$ cat config.mk
export PLATFORM = sky130hd
export DESIGN_NAME = csc_sideband_ctrl
export DESIGN_NICKNAME = d
export VERILOG_FILES = /design/src/common/csc_pkg.sv /design/src/core/csc_sideband_ctrl.sv /design/src/core/csc_sync3.sv
export VERILOG_INCLUDE_DIRS = /design/src /design/src/common
export SDC_FILE = /design/constraint.sdc
export NUM_CORES = 1
export LEC_CHECK = 0
export ABC_CLOCK_PERIOD_IN_PS = 2200
export BUFFER_PORTS_ARGS = -buffer_cell sky130_fd_sc_hd__buf_4
export CAP_MARGIN = 30
export CORE_MARGIN = 2
export CORE_UTILIZATION = 48
export CTS_BUF_LIST = sky130_fd_sc_hd__clkbuf_16
export CTS_CLUSTER_DIAMETER = 30
export CTS_CLUSTER_SIZE = 12
export DETAILED_ROUTE_END_ITERATION = 16
export GPL_TIMING_DRIVEN = 0
export PLACE_DENSITY = 0.79
export SLEW_MARGIN = 20
export SYNTH_ARGS = -nofsm -noshare
export SYNTH_HDL_FRONTEND = slang
export SYNTH_SLANG_ARGS = --single-unit
export TNS_END_PERCENT = 10
$ cat constraint.sdc
create_clock -name ref_clk -period 2.2 [get_ports ref_clk]
set_input_delay 0.55 -clock ref_clk [delete_from_list [all_inputs] [get_ports ref_clk]]
set_output_delay 0.55 -clock ref_clk [all_outputs]
set_load 0.01 [all_outputs]
$ cat src/common/csc_cfg.svh
// Purpose: Constants for the processor sideband control block.
// Assumes: Included by bare name by the design files.
// Notes: Register offsets sit here too.
`ifndef CSC_CFG_SVH
`define CSC_CFG_SVH

// Register byte offsets on the plain register port.
`define CSC_OFS_CTRL 8'h00
`define CSC_OFS_BASE 8'h04
`define CSC_OFS_STATUS 8'h08

// Control register fields and reset value.
`define CSC_CTRL_CD 0
`define CSC_CTRL_NW 1
`define CSC_CTRL_RST 2'h3

// Status register fields.
`define CSC_ST_SMM 0
`define CSC_ST_GRANT 1
`define CSC_ST_SRPEND 2
`define CSC_ST_WT 3
`define CSC_ST_IDLE 4
`define CSC_ST_HALT 5

// Stop-grant special cycle definition.
`define CSC_SG_ADDR 32'h0000_0010
`define CSC_SG_BE_N 4'hB
`define CSC_SG_MIO 1'h0
`define CSC_SG_DC 1'h0
`define CSC_SG_WR 1'h1

// Bit positions in the synchroniser vector.
`define CSC_SYN_HRST 0
`define CSC_SYN_SRST 1
`define CSC_SYN_STP 2
`define CSC_SYN_SMI 3
`define CSC_SYN_UP 4
`define CSC_SYN_WBWT 5
`define CSC_SYN_W 6
`define CSC_SYN_RST 6'h1D

`endif

$ cat src/common/csc_pkg.sv
// Purpose: Types shared by the sideband control block.
// Assumes: Nothing beyond the constants header.
// Notes: Cycle definition travels as one packed struct.
package csc_pkg;

  typedef struct packed {
    logic [31:0] addr;
    logic [3:0] be_n;
    logic mem_io;
    logic data_code;
    logic write_read;
  } csc_cycle_type;

  typedef enum logic [2:0] {
    st_run,
    st_halt,
    st_issue,
    st_wait_rdy,
    st_grant
  } csc_stop_state_type;

endpackage : csc_pkg

$ cat src/core/csc_sideband_ctrl.sv
// Purpose: Sideband control of an embedded processor: management mode flag,
//   soft reset, stop-clock handshake, reset straps and cycle definition.
// Assumes: 100 MHz ref_clk; rst_n is power-on reset; the processor core
//   talks over same-clock strobes; bus ready pins are synchronous.
// Notes: Straps are caught while the hard reset pin is high, so the last
//   value caught is the one from the clock before its falling edge.
// Contract
// - Management-active output goes low on entry, high on hard reset or resume.
// - Management-active output stays driven through bus hold and backoff.
// - Soft reset pin is sampled on every rising clock edge.
// - Sampled soft reset starts its sequence at the next instruction boundary.
// - Soft reset keeps cache controls, base pointer and straps untouched.
// - Stop-clock request halts at boundary unless higher interrupt is pending.
// - After halting, drain pipelines and write buffers, then issue stop-grant.
// - Upgrade-present sampled before hard reset falls; low floats all outputs (voltage detect stays driven low here).
// - Device stays floated only while upgrade-present remains asserted.
// - Cache-policy strap sampled at hard reset; low makes fills write-through.
// - Write-read indicator is high for writes and low for reads.
// - Voltage-detect output is constantly low.
// - Falling management request enters management mode at a boundary, below soft reset.
// - Stop-grant cycle: io, code, write, address 10h, byte enables 1011.
//
// The register addresses and the strobed register port were chosen for this implementation.
`timescale 1ns/1ps
`include "csc_cfg.svh"

module csc_sideband_ctrl #(
  parameter logic [31:0] MGMT_BASE_DEFAULT = 32'h0000_0000
) (
  input wire logic ref_clk, // System clock, 100 MHz.
  input wire logic rst_n, // Power-on reset, async, active low.
  input wire logic hard_reset_in, // Hard reset pin, async, active high.
  input wire logic soft_reset_in, // Soft reset pin, async, active high.
  input wire logic stop_clock_request_n, // Stop-clock request pin, active low.
  input wire logic sysmgmt_request_n, // Management request pin, falling edge.
  input wire logic upgrade_present_n, // Upgrade-present strap, active low.
  input wire logic cache_policy_strap, // Cache-policy strap, low is write-through.
  input wire logic rdy_n, // Non-burst ready, synchronous.
  input wire logic burst_ready_n, // Burst ready, synchronous.
  input wire logic backoff_n, // Bus backoff, synchronous, active low.
  input wire logic hold_ack, // Core has granted the bus to another master.
  input wire logic instr_boundary, // Core is at an instruction boundary.
  input wire logic irq_pending, // Core has an unmasked NMI or INTR pending.
  input wire logic rsm_exec, // Core executed the resume-from-management op.
  input wire logic drain_done, // Core pipelines and write buffers are empty.
  input wire logic core_cyc_start, // Core requests a bus cycle.
  input wire csc_pkg::csc_cycle_type core_cyc, // Cycle definition from the core.
  input wire logic [7:0] reg_addr, // Register byte address.
  input wire logic [31:0] reg_wdata, // Register write data.
  input wire logic reg_wr, // Register write strobe.
  input wire logic reg_rd, // Register read strobe.
  output logic [31:0] reg_rdata, // Read data, cycle after the strobe.
  output logic smm_active_n, // Management mode active, low.
  output logic smm_active_oe, // Output enable of smm_active_n.
  output logic voltage_detect_out, // Voltage detect, constant low.
  output csc_pkg::csc_cycle_type bus_cyc, // Cycle definition pins.
  output logic addr_strobe_n, // Address strobe, one cycle low.
  output logic bus_oe, // Output enable of the bus pins.
  output logic core_cyc_done, // Pulse: core cycle finished.
  output logic core_soft_reset, // Pulse: start soft reset in the core.
  output logic core_smm_entry, // Pulse: enter management mode.
  output logic core_halt, // Level: core must stop executing.
  output logic core_resume, // Pulse: leave stop-grant, resume execution.
  output logic core_inactive, // Level: upgrade present, core kept idle.
  output logic stop_grant_state, // Level: in the stop-grant state.
  output logic fill_write_through, // Level: all line fills are write-through.
  output logic cache_disable_bit, // Cache disable control bit.
  output logic no_writethrough_bit, // No-write-through control bit.
  output logic [31:0] mgmt_base_pointer // Management base pointer.
);

  logic [`CSC_SYN_W-1:0] pin_raw;
  logic [`CSC_SYN_W-1:0] pin_lvl;
  logic hard_reset;
  logic soft_reset_in_lvl;
  logic soft_reset_in_prev;
  logic stp_active;
  logic smi_prev;
  logic smi_fall;
  logic soft_reset_in_pend;
  logic smi_pend;
  logic up_low_latched;
  logic next_idle;
  logic take;
  logic do_soft_reset_in;
  logic do_smi;
  logic do_stop;
  logic bus_busy;
  logic sg_cycle;
  logic rerun;
  logic launch;
  logic bus_ready;
  csc_pkg::csc_stop_state_type state;
  csc_pkg::csc_stop_state_type next_state;

  assign pin_raw = {cache_policy_strap, upgrade_present_n, sysmgmt_request_n,
                    stop_clock_request_n, soft_reset_in, hard_reset_in};

  // Every asynchronous pin is sampled each rising edge and filtered here.
  csc_sync3 #(
    .W(`CSC_SYN_W),
    .RST_VAL(`CSC_SYN_RST)
  ) u_sync (
    .ref_clk(ref_clk),
    .rst_n(rst_n),
    .async_in(pin_raw),
    .level_out(pin_lvl)
  );

  assign hard_reset = pin_lvl[`CSC_SYN_HRST];
  assign soft_reset_in_lvl = pin_lvl[`CSC_SYN_SRST];
  assign stp_active = ~pin_lvl[`CSC_SYN_STP];
  assign smi_fall = smi_prev & ~pin_lvl[`CSC_SYN_SMI];

  always_ff @(posedge ref_clk or negedge rst_n) begin
    if (!rst_n) begin
      smi_prev <= 1'b1;
      soft_reset_in_prev <= 1'b0;
    end else begin
      smi_prev <= pin_lvl[`CSC_SYN_SMI];
      soft_reset_in_prev <= soft_reset_in_lvl;
    end
  end

  // Straps follow the pins while hard reset is high, then freeze. Soft reset
  // never reaches this process, so it cannot resample them.
  always_ff @(posedge ref_clk or negedge rst_n) begin
    if (!rst_n) begin
      up_low_latched <= 1'b0;
      fill_write_through <= 1'b1;
    end else if (hard_reset) begin
      up_low_latched <= ~pin_lvl[`CSC_SYN_UP];
      fill_write_through <= ~pin_lvl[`CSC_SYN_WBWT];
    end
  end

  // The device idles only while the strap was caught low and still is low.
  assign next_idle = up_low_latched & ~hard_reset & ~pin_lvl[`CSC_SYN_UP];

  always_ff @(posedge ref_clk or negedge rst_n) begin
    if (!rst_n) begin
      core_inactive <= 1'b0;
      bus_oe <= 1'b0;
      smm_active_oe <= 1'b1;
    end else begin
      core_inactive <= next_idle;
      bus_oe <= ~next_idle & ~hold_ack & backoff_n;
      // Hold and backoff have no say over this pin; only the upgrade idle does.
      smm_active_oe <= ~next_idle;
    end
  end

  // Boundary arbitration: soft reset, then management request, then the
  // core's own interrupts, and stop-clock last.
  assign take = instr_boundary & ~core_inactive & ~hard_reset & (state == csc_pkg::st_run);
  assign do_soft_reset_in = take & soft_reset_in_pend;
  assign do_smi = take & ~soft_reset_in_pend & smi_pend;
  assign do_stop = take & ~soft_reset_in_pend & ~smi_pend & ~irq_pending & stp_active;

  // A request arriving as its flag is cleared sets it again.
  always_ff @(posedge ref_clk or negedge rst_n) begin
    if (!rst_n) begin
      soft_reset_in_pend <= 1'b0;
    end else if (hard_reset) begin
      soft_reset_in_pend <= 1'b0;
    end else begin
      soft_reset_in_pend <= (soft_reset_in_pend & ~do_soft_reset_in) | (soft_reset_in_lvl & ~soft_reset_in_prev);
    end
  end

  always_ff @(posedge ref_clk or negedge rst_n) begin
    if (!rst_n) begin
      smi_pend <= 1'b0;
    end else if (hard_reset) begin
      smi_pend <= 1'b0;
    end else begin
      smi_pend <= (smi_pend & ~do_smi) | (smi_fall & smm_active_n);
    end
  end

  // Management-active flag; soft reset leaves it alone by design.
  always_ff @(posedge ref_clk or negedge rst_n) begin
    if (!rst_n) begin
      smm_active_n <= 1'b1;
    end else if (hard_reset) begin
      smm_active_n <= 1'b1;
    end else if (do_smi) begin
      smm_active_n <= 1'b0;
    end else if (rsm_exec) begin
      smm_active_n <= 1'b1;
    end
  end

  always_ff @(posedge ref_clk or negedge rst_n) begin
    if (!rst_n) begin
      core_soft_reset <= 1'b0;
      core_smm_entry <= 1'b0;
    end else begin
      core_soft_reset <= do_soft_reset_in;
      core_smm_entry <= do_smi;
    end
  end

  always_comb begin
    next_state = state;
    unique case (state)
      csc_pkg::st_run: begin
        if (do_stop) begin
          next_state = csc_pkg::st_halt;
        end
      end
      csc_pkg::st_halt: begin
        if (drain_done && !bus_busy) begin
          next_state = csc_pkg::st_issue;
        end
      end
      csc_pkg::st_issue: begin
        next_state = csc_pkg::st_wait_rdy;
      end
      csc_pkg::st_wait_rdy: begin
        // The request is expected to stay low until this ready arrives.
        if (bus_ready) begin
          next_state = csc_pkg::st_grant;
        end
      end
      csc_pkg::st_grant: begin
        if (!stp_active) begin
          next_state = csc_pkg::st_run;
        end
      end
    endcase
    if (hard_reset) begin
      next_state = csc_pkg::st_run;
    end
  end

  always_ff @(posedge ref_clk or negedge rst_n) begin
    if (!rst_n) begin
      state <= csc_pkg::st_run;
    end else begin
      state <= next_state;
    end
  end

  always_ff @(posedge ref_clk or negedge rst_n) begin
    if (!rst_n) begin
      core_halt <= 1'b0;
      stop_grant_state <= 1'b0;
      core_resume <= 1'b0;
    end else begin
      core_halt <= (next_state != csc_pkg::st_run);
      stop_grant_state <= (next_state == csc_pkg::st_grant);
      core_resume <= (state == csc_pkg::st_grant) && (next_state == csc_pkg::st_run);
    end
  end

  // Bus cycle engine. Ready is ignored in the strobe cycle and during
  // backoff; a backed-off cycle is strobed again once backoff lifts.
  assign launch = (core_cyc_start & ~bus_busy & (state == csc_pkg::st_run) & ~core_inactive)
                | (state == csc_pkg::st_issue);
  assign bus_ready = bus_busy & addr_strobe_n & backoff_n & ~rerun
                   & (~rdy_n | ~burst_ready_n);

  always_ff @(posedge ref_clk or negedge rst_n) begin
    if (!rst_n) begin
      bus_busy <= 1'b0;
      sg_cycle <= 1'b0;
    end else if (hard_reset) begin
      bus_busy <= 1'b0;
      sg_cycle <= 1'b0;
    end else if (launch) begin
      bus_busy <= 1'b1;
      sg_cycle <= (state == csc_pkg::st_issue);
    end else if (bus_ready) begin
      bus_busy <= 1'b0;
      sg_cycle <= 1'b0;
    end
  end

  always_ff @(posedge ref_clk or negedge rst_n) begin
    if (!rst_n) begin
      rerun <= 1'b0;
    end else if (hard_reset || launch) begin
      rerun <= 1'b0;
    end else if (bus_busy && !backoff_n) begin
      rerun <= 1'b1;
    end else if (backoff_n) begin
      rerun <= 1'b0;
    end
  end

  always_ff @(posedge ref_clk or negedge rst_n) begin
    if (!rst_n) begin
      addr_strobe_n <= 1'b1;
    end else begin
      addr_strobe_n <= ~(launch | (rerun & backoff_n & bus_busy & ~hard_reset));
    end
  end

  always_ff @(posedge ref_clk or negedge rst_n) begin
    if (!rst_n) begin
      bus_cyc <= '0;
    end else if (launch && state == csc_pkg::st_issue) begin
      bus_cyc.addr <= `CSC_SG_ADDR;
      bus_cyc.be_n <= `CSC_SG_BE_N;
      bus_cyc.mem_io <= `CSC_SG_MIO;
      bus_cyc.data_code <= `CSC_SG_DC;
      bus_cyc.write_read <= `CSC_SG_WR;
    end else if (launch) begin
      bus_cyc <= core_cyc;
    end
  end

  always_ff @(posedge ref_clk or negedge rst_n) begin
    if (!rst_n) begin
      core_cyc_done <= 1'b0;
    end else begin
      core_cyc_done <= bus_ready & ~sg_cycle;
    end
  end

  always_ff @(posedge ref_clk or negedge rst_n) begin
    if (!rst_n) begin
      voltage_detect_out <= 1'b0;
    end else begin
      voltage_detect_out <= 1'b0;
    end
  end

  // Cache controls and base pointer: only power-on reset and hard reset restore them.
  always_ff @(posedge ref_clk or negedge rst_n) begin
    if (!rst_n) begin
      cache_disable_bit <= 1'b1;
      no_writethrough_bit <= 1'b1;
    end else if (hard_reset) begin
      cache_disable_bit <= 1'b1;
      no_writethrough_bit <= 1'b1;
    end else if (reg_wr && reg_addr == `CSC_OFS_CTRL) begin
      cache_disable_bit <= reg_wdata[`CSC_CTRL_CD];
      no_writethrough_bit <= reg_wdata[`CSC_CTRL_NW];
    end
  end

  always_ff @(posedge ref_clk or negedge rst_n) begin
    if (!rst_n) begin
      mgmt_base_pointer <= MGMT_BASE_DEFAULT;
    end else if (hard_reset) begin
      mgmt_base_pointer <= MGMT_BASE_DEFAULT;
    end else if (reg_wr && reg_addr == `CSC_OFS_BASE) begin
      mgmt_base_pointer <= reg_wdata;
    end
  end

  function automatic logic [31:0] reg_read(input logic [7:0] addr);
    logic [31:0] v;
    v = 32'h0000_0000;
    unique case (addr)
      `CSC_OFS_CTRL: begin
        v[`CSC_CTRL_CD] = cache_disable_bit;
        v[`CSC_CTRL_NW] = no_writethrough_bit;
      end
      `CSC_OFS_BASE: begin
        v = mgmt_base_pointer;
      end
      `CSC_OFS_STATUS: begin
        v[`CSC_ST_SMM] = ~smm_active_n;
        v[`CSC_ST_GRANT] = stop_grant_state;
        v[`CSC_ST_SRPEND] = soft_reset_in_pend;
        v[`CSC_ST_WT] = fill_write_through;
        v[`CSC_ST_IDLE] = core_inactive;
        v[`CSC_ST_HALT] = core_halt;
      end
      default: begin
        v = 32'h0000_0000;
      end
    endcase
    return v;
  endfunction : reg_read

  // Read data stand for exactly one cycle after the strobe.
  always_ff @(posedge ref_clk or negedge rst_n) begin
    if (!rst_n) begin
      reg_rdata <= 32'h0000_0000;
    end else if (reg_rd) begin
      reg_rdata <= reg_read(reg_addr);
    end else begin
      reg_rdata <= 32'h0000_0000;
    end
  end

endmodule : csc_sideband_ctrl

$ cat src/core/csc_sync3.sv
// Purpose: Three-stage synchroniser with agreement filter for async pins.
// Assumes: One clock; rst_n asynchronous, active low.
// Notes: A change counts only once stages two and three agree.
`timescale 1ns/1ps
`include "csc_cfg.svh"

module csc_sync3 #(
  parameter int W = `CSC_SYN_W,
  parameter logic [W-1:0] RST_VAL = '0
) (
  input wire logic ref_clk, // Clock.
  input wire logic rst_n, // Asynchronous reset, active low.
  input wire logic [W-1:0] async_in, // Raw pin levels.
  output logic [W-1:0] level_out // Filtered synchronous levels.
);

  logic [W-1:0] stage1;
  logic [W-1:0] stage2;
  logic [W-1:0] stage3;

  genvar g;
  generate
    for (g = 0; g < W; g++) begin : g_bit
      // Stage one feeds only stage two, so metastability cannot spread.
      always_ff @(posedge ref_clk or negedge rst_n) begin
        if (!rst_n) begin
          stage1[g] <= RST_VAL[g];
          stage2[g] <= RST_VAL[g];
          stage3[g] <= RST_VAL[g];
          level_out[g] <= RST_VAL[g];
        end else begin
          stage1[g] <= async_in[g];
          stage2[g] <= stage1[g];
          stage3[g] <= stage2[g];
          if (stage2[g] == stage3[g]) begin
            level_out[g] <= stage3[g];
          end
        end
      end
    end
  endgenerate

endmodule : csc_sync3

# [After elaboration in Yosys (flattened, before gate mapping)]
# Cells that the tools add are included.
[op_classes] eq_ne=13 mux=31 bitwise=55 n_reduce_logical=19
[ops] cell="two-way mux 32 bit" count=3
[ops] cell="two-way mux 39 bit" count=2
[ops] cell="AND 1 bit" count=29
[ops] cell="two-way mux 26 bit" count=1
[ops] cell="inverter 1 bit" count=21
[ops] cell="two-way mux 1 bit" count=17
[ops] cell="two-way mux 3 bit" count=5
[ops] cell="case mux 3 bit (5 select lines)" count=1
[ops] cell="nonzero test 3 bit" count=4
[ops] cell="equality test 8 x 3 -> 1 bit (second input constant)" count=1
[ops] cell="equality test 8 x 4 -> 1 bit (second input constant)" count=1
[ops] cell="logical NOT 8 bit" count=1
[ops] cell="case mux 4 bit (2 select lines)" count=1
[ops] cell="equality test 1 bit" count=6
[ops] cell="equality test 3 x 2 -> 1 bit (second input constant)" count=2
[ops] cell="equality test 3 bit (second input constant)" count=2
[ops] cell="logical AND 1 bit" count=6
[ops] cell="logical NOT 3 bit" count=2
[ops] cell="case mux 2 bit (3 select lines)" count=1
[ops] cell="nonzero test 2 bit" count=3
[ops] cell="OR 1 bit" count=5
[ops] cell="equality test 3 x 1 -> 1 bit (second input constant)" count=1
[ops] cell="logical NOT 1 bit" count=2
[ops] cell="logical OR 1 bit" count=1
[totals] register_bits=152 in_bits=98 out_inout_bits=118 wordCells=172

# [Depth between registers and ports, before layout]
[depth] word_depth=13 mapped_depth=6 depth_no_buf=5

# [Cells and area by module]
# Synthesis repeated with hierarchy kept, for this count alone.
[hier_totals] hier_cells=462 area_unflattened_um2=5597.9
[by_module_without_submodules] mod="csc_sideband_ctrl" n_inst=1 cells_each=432 area_per_inst_um2=4909.7 seq_area_each_um2=3211.8
[by_module_without_submodules] mod="csc_sync3" n_inst=1 cells_each=30 area_per_inst_um2=688.2 seq_area_each_um2=620.6

# [Least setup slack after synthesis]
# Ideal clock, no wire load.
[synth_path] path_kind="input to register" from="input reg_addr[5]" to="register mgmt_base_pointer[2]" setup_time_ns=0.121 t_arrival_ns=1.707 t_required_ns=2.079 setup_slack_ns=0.373 path_stages=6 cell_sequence="nor4_2 nand4_1 and2_1 clkbuf_1 clkbuf_1 a22o_1"
[synth_between] elab_chain_cells=3
[synth_lines] item="start, declared" line="csc_sideband_ctrl.sv:48" source="input wire logic [7:0] reg_addr,"
[synth_lines] item="equality test 8 x 3 -> 1 bit"
[synth_lines] item="logical AND 1 bit (no source line)"
[synth_lines] item="nonzero test 2 bit (no source line)"
[synth_lines] item="end signal, assigned" line="csc_sideband_ctrl.sv:350" source="mgmt_base_pointer <= reg_wdata;"
[synth_lines] item="end, declared" line="csc_sideband_ctrl.sv:69" source="output logic [31:0] mgmt_base_pointer"
# No other way between the ends.
# A chain may end at the register's enable or synchronous reset.

# [Final worst setup path]
[layout_path] from="input reg_addr[5]" to="register reg_rdata[20]"
[layout_between] elab_chain_cells=3
[layout_lines] item="equality test 8 x 3 -> 1 bit" line="csc_sideband_ctrl.sv:357" source="unique case (addr)"
[layout_lines] item="two-way mux 26 bit" line="csc_sideband_ctrl.sv:357"
[layout_lines] item="two-way mux 32 bit" line="csc_sideband_ctrl.sv:384" source="end else if (reg_rd) begin"
[layout_lines] item="end signal, assigned" line="csc_sideband_ctrl.sv:385" source="reg_rdata <= reg_read(reg_addr);"
[layout_lines] item="end, declared" line="csc_sideband_ctrl.sv:52" source="output logic [31:0] reg_rdata,"
# No other way between the ends.

==> load_flow_metrics.sql <==
INSERT INTO impl_metrics (metric_group, metric, value, unit) VALUES
('outcome', 'run_status', 'finished, final reports clean', ''),
('logic_synthesis', 'syn_area_per_cell', '12.1', 'sq um'),
('route', 'detail_route_antenna_nets', '0', ''),
('route', 'detail_route.wl_per_cell', '16.9', 'um'),
('route', 'drc', '0', ''),
('global_route', 'vias_in_the_first_global_route', '4524', ''),
('place', 'place_hpwl', '10600', 'um'),
('route', 'routed_wirelength', '14300', 'um'),
('timing', 'skew', '0.00743', 'ns'),
('die', 'io-pin-count', '216', ''),
('cells_and_area', 'area.growth.synth_to_final', '42.6', '%'),
('logic_synthesis', 'synth.lib_cells_used.distinct', '48', ''),
('timing', 'hold_viol', '0', ''),
('pwr', 'powerDensity', '1010', 'nW/um^2'),
('logic_synthesis', 'synth.ff_latch_count', '152', ''),
('logic_synthesis', 'syn-num-nets', '558', ''),
('timing', 'maxClockFrequency', '0.507', 'GHz'),
('die', 'core_area', '11400', 'sq um'),
('clock_network', 'clock_latency', '0.42', 'ns'),
('clock_network', 'cts_hold_buf', '0', ''),
('route', 'detail_route.vias_per_cell', '5.18', ''),
('die', 'floorplan.die.width', '112', 'um'),
('route', 'detailedRoute.firstPassIterationCount', '4', ''),
('cells_and_area', 'nNetsFinal', '791', ''),
('timing', 'worst_slew_margin_rel', '59.6', '%'),
('global_route', 'antenna_found_initial', '0', ''),
('die', 'floorplan.die_area', '12500', 'sq um'),
('timing', 'layout_worst_path_cycle_share', '89.7', '%'),
('place', 'post_dp_cell_area', '7400', 'sq um'),
('cells_and_area', 'share_of_cells_above_drive_strength_1', '40.8', '%'),
('logic_synthesis', 'synth_largest_type_area_fraction', '57.8', '%'),
('worst_setup_path', 'timing.critical_path.from_type', 'input port', ''),
('clock_network', 'clock_buffers_created_by_tritoncts', '17', ''),
('cells_and_area', 'antenna_cells', '0', ''),
('route', 'routed-via-count', '4402', ''),
('logic_synthesis', 'seq_area_frac_synth', '68.7', '%'),
('timing', 'unrepaired_setup_endpoints_after_global_routing', 'no', ''),
('pwr', 'maximum_vdd_drop', '816', 'uV'),
('worst_setup_path', 'critical_path.max_fanout', '10', ''),
('logic_synthesis', 'async_reset_ff_share', '100', '%'),
('timing', 'transition_time_at_the_pin_with_the_least_slew_margin', '0.600', 'ns'),
('worst_setup_path', 'setup.worst_path.class', 'input port to flop', ''),
('logic_synthesis', 'synth.area.top_cells', 'dfrtp_1 (58%), dfstp_2 (11%), nand2_1 (6.0%)', ''),
('logic_synthesis', 'synth_largest_area_cell', 'dfrtp_1', ''),
('clock_network', 'post_cts_resized', '0', ''),
('clock_network', 'post-cts-setup-buffer-count', '0', ''),
('cells_and_area', 'layout.cell_area.non_filler', '7960', 'sq um'),
('clock_network', 'ctsLongestPathBuffers', '2', ''),
('global_route', 'groute.usage.overall', '23.7', '%'),
('hold_path', 'min-delay-path-class', 'input port to asynchronous set/reset pin', ''),
('global_route', 'grt_first_pass_wirelength', '23100', 'um'),
('cells_and_area', 'instances_no_fill', '849', ''),
('worst_setup_path', 'crit_required', '2.55', 'ns'),
('clock_network', 'clk_slew_on_worst_s_h_paths', '0.06', 'ns'),
('logic_synthesis', 'synth-edff-count', '0', ''),
('logic_synthesis', 'ys_warn_count', '0', ''),
('worst_setup_path', 'regToRegSetupSlack', '0.24', 'ns'),
('pwr', 'p_leak', '4.17', 'nW'),
('timing', 'timing_max_transition_violations_final', '0', ''),
('clock_network', 'cts_max_level', '4', ''),
('global_route', 'grt_remaining_overflow', '0', ''),
('worst_setup_path', 'critical_path_arrival', '2.32', 'ns'),
('die', 'initial_core_util', '49.1', '%'),
('run', 'max_cap_violations', '0', ''),
('die', 'chipHeight', '112', 'um'),
('timing', 'report.final.setup_viol', '0', ''),
('place', 'placed_cell_count', '818', ''),
('worst_setup_path', 'worst-r2r-cell-count', '6', ''),
('route', 'drtIter0Drc', '252', ''),
('logic_synthesis', 'post_synth_inst_count', '460', ''),
('clock_network', 'cts.root.buffer_cell', 'clkbuf_16', '');
layout make-up:
type | instances | area, sq um
plain buffers | 25 | 143
clock buffers | 17 | 425
clock inverters | 15 | 138
fillers | 828 | 3410
inverters | 7 | 26.3
multi-input cells | 275 | 1580
flip-flops and latches | 152 | 3830
well taps | 143 | 179
repair buffers | 215 | 1640
Yosys cell counts (2+ instances only):
| cell | instances |
|---|---|
| dfrtp_1 | 129 |
| nand2_1 | 89 |
| nand3_1 | 38 |
| a22o_1 | 32 |
| and2_1 | 27 |
| dfstp_2 | 23 |
| nor2_1 | 20 |
| clkbuf_1 | 12 |
| a21oi_1 | 8 |
| inv_1 | 7 |
| maj3_1 | 6 |
| buf_6 | 5 |
| a22oi_1 | 4 |
| buf_2 | 4 |
| mux2i_1 | 4 |
| nor2b_1 | 4 |
| nor3b_1 | 4 |
| o21ai_0 | 4 |
| nand2b_1 | 3 |
| nor4_1 | 3 |
| a211oi_1 | 2 |
| buf_1 | 2 |
| clkbuf_2 | 2 |
| nand3b_1 | 2 |
| nand4_1 | 2 |
| nor4_2 | 2 |
kinds of logic (layout without fill, tap and decap cells):
family | count (synthesis) | in the layout | share of synthesized area [%]
mux | 4 | 4 | 0.717
compound gates | 59 | 59 | 8.14
fa+ha+maj | 6 | 6 | 1.08
buf+inv | 33 | 279 | 3.09
simple gates | 204 | 204 | 18.1
flops | 152 | 152 | 68.7
xor+xnor | 1 | 1 | 0.157
other cells | 1 | 1 | 0.0672
power by group:
part           internal, mW  leakage (nW)  switching [mW]
Combinational         0.869          1.93           0.895
Sequential             3.25          1.96           0.272
Clock                  1.65         0.277            1.10
Total                  5.77          4.17            2.27
through the flow:
stage / utilization (%) / setup slack, ns / power, mW / TNS [ns]
after floorplan: - / 0.373 / 4.31 / 0
after global routing: 70.0 / 0.0836 / 8.43 / 0
final: 70.0 / 0.227 / 8.03 / 0
after CTS: 70.1 / 0.0636 / 8.11 / 0
after detailed placement: 65.1 / -0.226 / 5.35 / -4.31
after global placement: 64.8 / -0.200 / 5.26 / -9.29
worst max-delay path by stage:
stage,to,depth (start not counted),slack (ns)
detailed placement,reg_rdata[20],6,-0.23
finish,reg_rdata[20],6,0.23
floorplan,mgmt_base_pointer[2],6,0.37
global placement,reg_rdata[20],6,-0.20
CTS,mgmt_base_pointer[4],6,0.06
global route,bus_cyc[11],6,0.08
cell usage in the layout, fill, tap and decap left out, types with 3 or more instances in the layout:
cell | netlist | final
buf_4 | 1 | 214
o21ai_0 | 4 | 4
clkinv_2 | 0 | 6
nand2_1 | 89 | 89
clkbuf_16 | 0 | 17
dfstp_2 | 23 | 23
buf_6 | 5 | 5
buf_2 | 4 | 4
nand2b_1 | 3 | 3
nor2b_1 | 4 | 4
nor2_1 | 20 | 20
clkbuf_1 | 12 | 11
a22o_1 | 32 | 32
a22oi_1 | 4 | 4
a21oi_1 | 8 | 8
nand3_1 | 38 | 38
nor4_1 | 3 | 3
clkinvlp_4 | 0 | 3
and2_1 | 27 | 27
dfrtp_1 | 129 | 129
maj3_1 | 6 | 6
nor3b_1 | 4 | 4
mux2i_1 | 4 | 4
inv_1 | 7 | 8
flip-flops by register name, indices dropped and copies added, names as in the netlist, 3 cells and up:
register / count
bus_cyc: 39
mgmt_base_pointer: 32
reg_rdata: 32
u_sync.level_out: 6
u_sync.stage1: 6
u_sync.stage2: 6
u_sync.stage3: 6
state: 3
layer usage:
metal	up-vias	global-route usage [%]	part of all wire [%]
li1	2019	-	-
met1	2160	28.2	39
met2	187	39.9	50
met3	36	7.78	8.0
met4	0	9.47	2.3
met5	-	0	0
critical path: stages:
cell      delay, ns
buf_4          0.11
nor4_2         0.43
nand3_2        0.23
nor3b_2        0.54
clkbuf_2       0.29
and2_1         0.17
(Power assumes the default switching activity.)
